$ cat src/hw/supply_link_pkg.sv
/*
  Constants for the write-only serial master that forwards supply settings
  to an external supply chip: register numbers, field positions, reset
  values and the link timing in nanoseconds and mclk cycles.
  Assumes a 250 MHz mclk; the link timing is derived from that period.
*/
package supply_link_pkg;

  // Supply control register numbers, carried in the upper command byte
  localparam logic [7:0] SUPPLY_CTRL_1  = 8'h26;
  localparam logic [7:0] SUPPLY_CTRL_2  = 8'h27;
  localparam logic [7:0] SUPPLY_CTRL_3  = 8'h28;
  localparam logic [7:0] SUPPLY_CTRL_4  = 8'h29;
  localparam logic [7:0] SUPPLY_CTRL_5  = 8'h2a;
  localparam logic [7:0] SUPPLY_CTRL_6  = 8'h3c;
  localparam logic [7:0] SUPPLY_CTRL_7  = 8'h3d;
  localparam logic [7:0] SUPPLY_CTRL_8  = 8'h3e;
  localparam logic [7:0] SUPPLY_CTRL_9  = 8'h3f;
  localparam logic [7:0] SUPPLY_CTRL_10 = 8'h40;
  localparam logic [7:0] SUPPLY_CTRL_11 = 8'h41;

  // Command word layout
  localparam int CMD_WIDTH    = 16;
  localparam int CMD_NUM_MSB  = 15;
  localparam int CMD_NUM_LSB  = 8;
  localparam int CMD_DATA_MSB = 7;
  localparam int CMD_DATA_LSB = 0;

  // Fields of supply_ctrl_4
  localparam int DC_HI_BIT = 4;
  localparam int DC_LO_BIT = 3;

  // Frame shape
  localparam int FRAME_BITS = 16;
  localparam logic [4:0] FRAME_LAST_BIT = 5'h0f;

  // Values after reset
  localparam logic [15:0] FRAME_RESET   = 16'h0000;
  localparam logic [4:0]  BITS_RESET    = 5'h00;
  localparam logic        SEL_N_IDLE    = 1'b1;
  localparam logic        CLOCK_IDLE    = 1'b1;
  localparam logic        DATA_IDLE     = 1'b0;
  localparam logic        DC_RESET      = 1'b0;

  // Timing: mclk period and least half period of the link clock
  localparam int CLK_PERIOD_NS = 4;
  localparam int LINK_HALF_NS  = 80;
  localparam int LINK_HALF_CYC = (LINK_HALF_NS + CLK_PERIOD_NS - 1) / CLK_PERIOD_NS;

endpackage : supply_link_pkg

$ cat src/hw/supply_serial_master.sv
/*
  Write-only three-wire serial master. A command write with the register
  select low to one of eleven supply control registers sends one 16-bit
  frame (register number, then data, MSB first) to an external supply chip.
  Assumes the command port is driven by logic on mclk, one word per pulse.
*/
`timescale 1ns/1ps
`default_nettype none

// Behaviour
// - Supply register write starts a frame automatically
// - Select low for whole frame, high after
// - Data changes on falling link clock edges
// - Shifting starts after select low, per fall
// - Frame is exactly sixteen bits, three lines
// - First byte register number, second byte data
// - Most significant bit first, bit fifteen leads
// - Numbers 38-42, 60-65 select supply registers
module supply_serial_master #(
  parameter int HALF_CYC = supply_link_pkg::LINK_HALF_CYC
) (
  input  wire logic                                 mclk,
  input  wire logic                                 rst,
  input  wire logic                                 cmd_write,
  input  wire logic                                 reg_or_ram_select,
  input  wire logic [supply_link_pkg::CMD_WIDTH-1:0] cmd_word,
  output logic                                      supply_link_select_n,
  output logic                                      supply_link_clock,
  output logic                                      supply_link_data,
  output logic                                      link_busy,
  output logic                                      supply_dc_select_hi,
  output logic                                      supply_dc_select_lo
);
  import supply_link_pkg::*;

  typedef enum logic [2:0] {
    ST_IDLE,
    ST_SETUP,
    ST_LOW,
    ST_HIGH,
    ST_TAIL
  } link_state_t;

  link_state_t state_q;
  link_state_t state_d;
  logic [15:0] shift_q;
  logic [15:0] shift_d;
  logic [4:0]  bits_q;
  logic [4:0]  bits_d;
  logic        sel_n_q;
  logic        sel_n_d;
  logic        sclk_q;
  logic        sclk_d;
  logic        sdo_q;
  logic        sdo_d;
  logic        busy_q;
  logic        busy_d;
  logic        dc_hi_q;
  logic        dc_hi_d;
  logic        dc_lo_q;
  logic        dc_lo_d;
  logic        tick;
  logic        restart;
  logic        supply_hit;
  logic [7:0]  reg_num;
  logic [7:0]  reg_data;

  // Register number selects one of the two supply ranges
  function automatic logic is_supply_reg(input logic [7:0] num);
    is_supply_reg = ((num >= SUPPLY_CTRL_1) && (num <= SUPPLY_CTRL_5)) ||
                    ((num >= SUPPLY_CTRL_6) && (num <= SUPPLY_CTRL_11));
  endfunction : is_supply_reg

  // Command decode; register select must be low for a register write
  assign reg_num    = cmd_word[CMD_NUM_MSB:CMD_NUM_LSB];
  assign reg_data   = cmd_word[CMD_DATA_MSB:CMD_DATA_LSB];
  assign supply_hit = cmd_write && !reg_or_ram_select && is_supply_reg(reg_num);

  // A frame start realigns the half-period divider
  assign restart = supply_hit && (state_q == ST_IDLE);

  link_tick_divider #(
    .HALF_CYC (HALF_CYC)
  ) u_divider (
    .mclk    (mclk),
    .rst     (rst),
    .restart (restart),
    .tick    (tick)
  );

  // Shadow of the converter select bits, kept even if a write lands mid-frame
  always_comb begin
    dc_hi_d = dc_hi_q;
    dc_lo_d = dc_lo_q;
    if (supply_hit && (reg_num == SUPPLY_CTRL_4)) begin
      dc_hi_d = reg_data[DC_HI_BIT];
      dc_lo_d = reg_data[DC_LO_BIT];
    end
  end

  always_ff @(posedge mclk) begin
    if (rst) begin
      dc_hi_q <= DC_RESET;
      dc_lo_q <= DC_RESET;
    end else begin
      dc_hi_q <= dc_hi_d;
      dc_lo_q <= dc_lo_d;
    end
  end

  // Frame sequencer; a write during a frame is not queued, the host
  // is expected to wait for the frame to finish
  always_comb begin
    state_d = state_q;
    shift_d = shift_q;
    bits_d  = bits_q;
    sel_n_d = sel_n_q;
    sclk_d  = sclk_q;
    sdo_d   = sdo_q;
    case (state_q)
      ST_IDLE: begin
        sclk_d = CLOCK_IDLE;
        sdo_d  = DATA_IDLE;
        if (supply_hit) begin
          sel_n_d = 1'b0;
          shift_d = {reg_num, reg_data};
          bits_d  = BITS_RESET;
          state_d = ST_SETUP;
        end
      end
      ST_SETUP: begin
        if (tick) begin
          sclk_d  = 1'b0;
          sdo_d   = shift_q[15];
          shift_d = {shift_q[14:0], 1'b0};
          state_d = ST_LOW;
        end
      end
      ST_LOW: begin
        if (tick) begin
          sclk_d = 1'b1;                             // Receiver samples here
          bits_d = bits_q + 5'h01;
          if (bits_q == FRAME_LAST_BIT) begin
            state_d = ST_TAIL;
          end else begin
            state_d = ST_HIGH;
          end
        end
      end
      ST_HIGH: begin
        if (tick) begin
          sclk_d  = 1'b0;
          sdo_d   = shift_q[15];
          shift_d = {shift_q[14:0], 1'b0};
          state_d = ST_LOW;
        end
      end
      ST_TAIL: begin
        if (tick) begin
          sel_n_d = SEL_N_IDLE;
          sdo_d   = DATA_IDLE;
          state_d = ST_IDLE;
        end
      end
      default: begin
        state_d = ST_IDLE;
        sel_n_d = SEL_N_IDLE;
        sclk_d  = CLOCK_IDLE;
        sdo_d   = DATA_IDLE;
      end
    endcase
    busy_d = (state_d != ST_IDLE);
  end

  // Reset drops any frame in flight and returns select, clock and data to idle levels at once
  always_ff @(posedge mclk) begin
    if (rst) begin
      state_q <= ST_IDLE;
      shift_q <= FRAME_RESET;
      bits_q  <= BITS_RESET;
      sel_n_q <= SEL_N_IDLE;
      sclk_q  <= CLOCK_IDLE;
      sdo_q   <= DATA_IDLE;
      busy_q  <= 1'b0;
    end else begin
      state_q <= state_d;
      shift_q <= shift_d;
      bits_q  <= bits_d;
      sel_n_q <= sel_n_d;
      sclk_q  <= sclk_d;
      sdo_q   <= sdo_d;
      busy_q  <= busy_d;
    end
  end

  // All outputs straight from flip-flops
  assign supply_link_select_n = sel_n_q;
  assign supply_link_clock    = sclk_q;
  assign supply_link_data     = sdo_q;
  assign link_busy            = busy_q;
  assign supply_dc_select_hi  = dc_hi_q;
  assign supply_dc_select_lo  = dc_lo_q;

endmodule : supply_serial_master

`default_nettype wire

$ cat src/hw/link_tick_divider.sv
/*
  Divider that turns mclk into a one-cycle enable pulse once every
  HALF_CYC cycles, marking each half period of the supply link clock.
  Assumes restart is a same-clock pulse that realigns the phase.
*/
`timescale 1ns/1ps
`default_nettype none

module link_tick_divider #(
  parameter int HALF_CYC = 20
) (
  input  wire logic mclk,
  input  wire logic rst,
  input  wire logic restart,
  output logic      tick
);

  localparam int CW = (HALF_CYC > 1) ? $clog2(HALF_CYC) : 1;
  localparam logic [CW-1:0] LAST = CW'(HALF_CYC - 1);

  logic [CW-1:0] count_q;
  logic [CW-1:0] count_d;
  logic          tick_q;
  logic          tick_d;

  // Restart clears the phase so the first half period is always full
  always_comb begin
    count_d = count_q;
    tick_d  = 1'b0;
    if (restart) begin
      count_d = '0;
    end else if (count_q == LAST) begin
      count_d = '0;
      tick_d  = 1'b1;
    end else begin
      count_d = count_q + CW'(1);
    end
  end

  always_ff @(posedge mclk) begin
    if (rst) begin
      count_q <= '0;
      tick_q  <= 1'b0;
    end else begin
      count_q <= count_d;
      tick_q  <= tick_d;
    end
  end

  assign tick = tick_q;

endmodule : link_tick_divider

`default_nettype wire

$ cat config.mk
export PLATFORM = sky130hd
export DESIGN_NAME = supply_serial_master
export DESIGN_NICKNAME = d
export VERILOG_FILES = /design/src/hw/supply_link_pkg.sv /design/src/hw/supply_serial_master.sv /design/src/hw/link_tick_divider.sv
export SDC_FILE = /design/constraint.sdc
export NUM_CORES = 1
export LEC_CHECK = 0
export ABC_CLOCK_PERIOD_IN_PS = 1700
export BUFFER_PORTS_ARGS = -buffer_cell sky130_fd_sc_hd__buf_4
export CAP_MARGIN = 15
export CORE_MARGIN = 5
export CORE_UTILIZATION = 39
export DETAILED_ROUTE_END_ITERATION = 10
export GPL_TIMING_DRIVEN = 0
export MAX_ROUTING_LAYER = met4
export PLACE_DENSITY = 0.7
export SETUP_SLACK_MARGIN = 0.2
export SYNTH_ARGS = -nofsm -noshare
export SYNTH_HDL_FRONTEND = slang
export SYNTH_SLANG_ARGS = --single-unit
$ cat constraint.sdc
create_clock -name mclk -period 1.7 [get_ports mclk]
set_input_delay 0.255 -clock mclk [delete_from_list [all_inputs] [get_ports mclk]]
set_output_delay 0.255 -clock mclk [all_outputs]
set_load 0.01 [all_outputs]
==> results.sh <==
export IMPL_path_cells="buf_8, and3b_2, o31ai_4, a2111oi_4, buf_4, buf_6, or2_4, buf_8, nor3b_2"
export IMPL_syn_area_per_cell_um2=9.46
export IMPL_hpwl_um=2850
export IMPL_grt_antenna_before_repair=0
export IMPL_htreeDepth=2
export IMPL_period_needed_ps=1580
export IMPL_grt_pass1_vias=1537
export IMPL_synth_commonest_cells="36 x dfxtp_1, 17 x mux2i_1, 17 x nor3_1"
export IMPL_viasPerCell=5.32
export IMPL_dp_cells=274
export IMPL_stdcell_area_mm2=0.00241
export IMPL_clockBufferDepth=2
export IMPL_busiest_layer="met2"
export IMPL_tritoncts="done"
export IMPL_synthFlopType="dfxtp_1"
export IMPL_clock_latency_ps=280
export IMPL_synth_area_leader_cell="dfxtp_1"
export IMPL_nets=258
export IMPL_ir_drop_mv=0.373
export IMPL_drt_pass1_iterations=4
export IMPL_wl_um=3980
export IMPL_fill_cells=434
export IMPL_clock_skew_ps=4.86
export IMPL_setup_viol=0
export IMPL_synth_edf_count=0
export IMPL_synth_seq_cells=36
export IMPL_cts_hold_buf=0
export IMPL_synth_warnings=0
export IMPL_mappedNetlistNets=219
export IMPL_critPathMaxFanout=7
export IMPL_path_clk_slew_ps=70
export IMPL_yosys_top_cells_area="dfxtp_1 39%, a211oi_2 11%, mux2i_1 9.2%"
export IMPL_fmax_mhz=632
export IMPL_hp_class="in2reg"
export IMPL_slowest_delay_ps=310
export IMPL_criticalPathCategory="in2reg"
export IMPL_root_buffer="clkbuf_8"
export IMPL_maxSlewViolCount=0
export IMPL_critical_path_required_ps=1920
export IMPL_ios=26
export IMPL_num_vias=1544
export IMPL_hold_viol=0
export IMPL_drt_iter0_drc=84
export IMPL_cpMostUsedCell="buf_8"
export IMPL_core_mm2=0.00466
export IMPL_start_kind="input pin"
export IMPL_cp_buffers_inverters=4
export IMPL_cpLargestDelayFamily="simple AND/OR/NAND/NOR gates"
export IMPL_die_w_um=79.0
export IMPL_slew_headroom=0.536
export IMPL_slowest_stage="o31ai_4"
export IMPL_met3_usage=0.0306
export IMPL_port_buffers=24
export IMPL_die_height_um=79.0
export IMPL_drc=0
export IMPL_detail_route_antenna_nets=0
export IMPL_area_growth_pct=30.2
export IMPL_grt_pass1_wl_um=6800
export IMPL_drive_gt1_frac=0.339
export IMPL_worstMarginPinSlew_ps=695
export IMPL_post_dp_cell_area_mm2=0.00211
export IMPL_syn_inst=196
export IMPL_cap_violations=0
export IMPL_total_power_mw=1.64
export IMPL_grt_ovfl_total=0
export IMPL_status="completed"
export IMPL_num_rows=25
export IMPL_final_cells=290
export IMPL_gp_congestion=0.819
export IMPL_cts_sinks=36
export IMPL_num_antenna_cells=0
export IMPL_post_drt_wl_per_cell_um=13.7
export IMPL_post_synth_top_count_cell="dfxtp_1"
export IMPL_leakage_nw=0.894
export IMPL_grt_max_degree=11
export IMPL_rsz0062_at_grt="yes"
export IMPL_endpoint_kind="flop"
export IMPL_met2_usage=0.217
export IMPL_crit_arrival_ps=1800
export IMPL_grt_total_usage=0.140
export IMPL_ys_types=42
export IMPL_ys_seq_area_frac=0.389
export IMPL_power_density_mw_per_mm2=681
export IMPL_seq_area_um2=722
export IMPL_met1_usage=0.179
export IMPL_dieArea_mm2=0.00623
export IMPL_syn_cell_area_mm2=0.00185
export IMPL_synthArstFlopShare=0
export IMPL_cts_buffers=5
export IMPL_timing_final_crit_share=0.930
export IMPL_multi_input_comb_area_mm2=0.00108
export IMPL_synth_top_area_frac=0.389
export IMPL_initial_core_util=0.398
-- through the flow --
stage	hold slack, ps	setup slack (ps)	setup TNS (ps)	util
2_1_floorplan	399	27.3	0	-
3_3_place_gp	446	-344	-6870	0.453
3_5_place_dp	445	-345	-6940	0.453
4_1_cts	209	24.8	0	0.503
5_1_grt	227	49.5	0	0.518
6_report	215	119	0	0.518
-- kinds of logic (layout without fill, tap and decap cells) --
logic type      Yosys count  after routing  share of synthesized area
simple gates             71             71                      0.202
compound gates           44             44                      0.226
flops                    36             36                      0.389
buf+inv                  22             62                     0.0574
mux                      17             17                     0.0918
fa+ha+maj                 3              3                     0.0202
xor+xnor                  3              3                     0.0142
-- power by group --
part / switching [mW] / leakage [nW] / internal, mW
sequential: 0.00817 / 0.291 / 0.855
clock: 0.291 / 0.0455 / 0.330
combinational: 0.0782 / 0.558 / 0.0813
total: 0.377 / 0.894 / 1.27
-- layout make-up --
class	count	share of cell area
Multi-Input combinational cell	138	0.446
Sequential cell	36	0.299
Timing Repair Buffer	32	0.124
Buffer	15	0.0554
Clock buffer	8	0.0373
Tap cell	54	0.0280
Inverter	7	0.0109
-- placed cells by master (no fill, tap or decap), types with 2 or more instances in the layout --
cell type	count
dfxtp_1	35
buf_4	25
mux2i_1	17
nor3_1	17
a211oi_2	15
nor2_1	13
nand2_1	9
a21oi_1	8
inv_1	7
nor2b_1	7
buf_6	7
o21ai_0	6
clkbuf_8	6
clkbuf_1	5
buf_8	4
nand3_1	4
xor2_1	3
ha_1	3
and2_1	2
nand3b_1	2
or2_4	2
clkbuf_2	2
buf_2	2
buf_12	2
nand2b_1	2
o211ai_1	2
nand4_1	2
or3_1	2
a31oi_1	2
-- tightest hold or removal path, delay by kind of cell --
family                 cells  cell delay [ps]
buffers and inverters      1               80
muxes                      1               50
and+or+nand+nor            1               70
-- registers in the layout, summed over array words and instances, names as in the netlist --
register              count
state_q                   3
u_divider.count_q         5
u_divider.tick            1
supply_link_data          1
supply_dc_select_lo       1
supply_dc_select_hi       1
supply_link_clock         1
shift_q                  16
link_busy                 1
bits_q                    5
supply_link_select_n      1
-- layer usage --
metal | part of all wire | vias up
met1 | 0.49 | 730
met2 | 0.46 | 23
met3 | 0.035 | 5
li1 | - | 786
met4 | 0.015 | 0
met5 | 0 | -
-- final timing paths --
check / endpoint / from / slack, ps / cells past startpoint
min: supply_dc_select_hi$_SDFFE_PP0P_ / cmd_word[4] / 210 / 3
max: u_divider.count_q[0]$_SDFF_PP0_ / cmd_word[10] / 120 / 9
min reg2reg: u_divider.count_q[0]$_SDFF_PP0_ / u_divider.count_q[0]$_SDFF_PP0_ / 470 / 1
max reg2reg: u_divider.count_q[3]$_SDFF_PP0_ / state_q[1]$_SDFF_PP0_ / 120 / 8
-- timing repair --
item | CTS | global route
setup buffers | 6 | 1
pin swaps | 8 | 6
cloned | 1 | 0
gates resized for setup | 19 | 20
endpoints found under the setup margin | 29 | 30
Power figures use the tool's default switching activity.
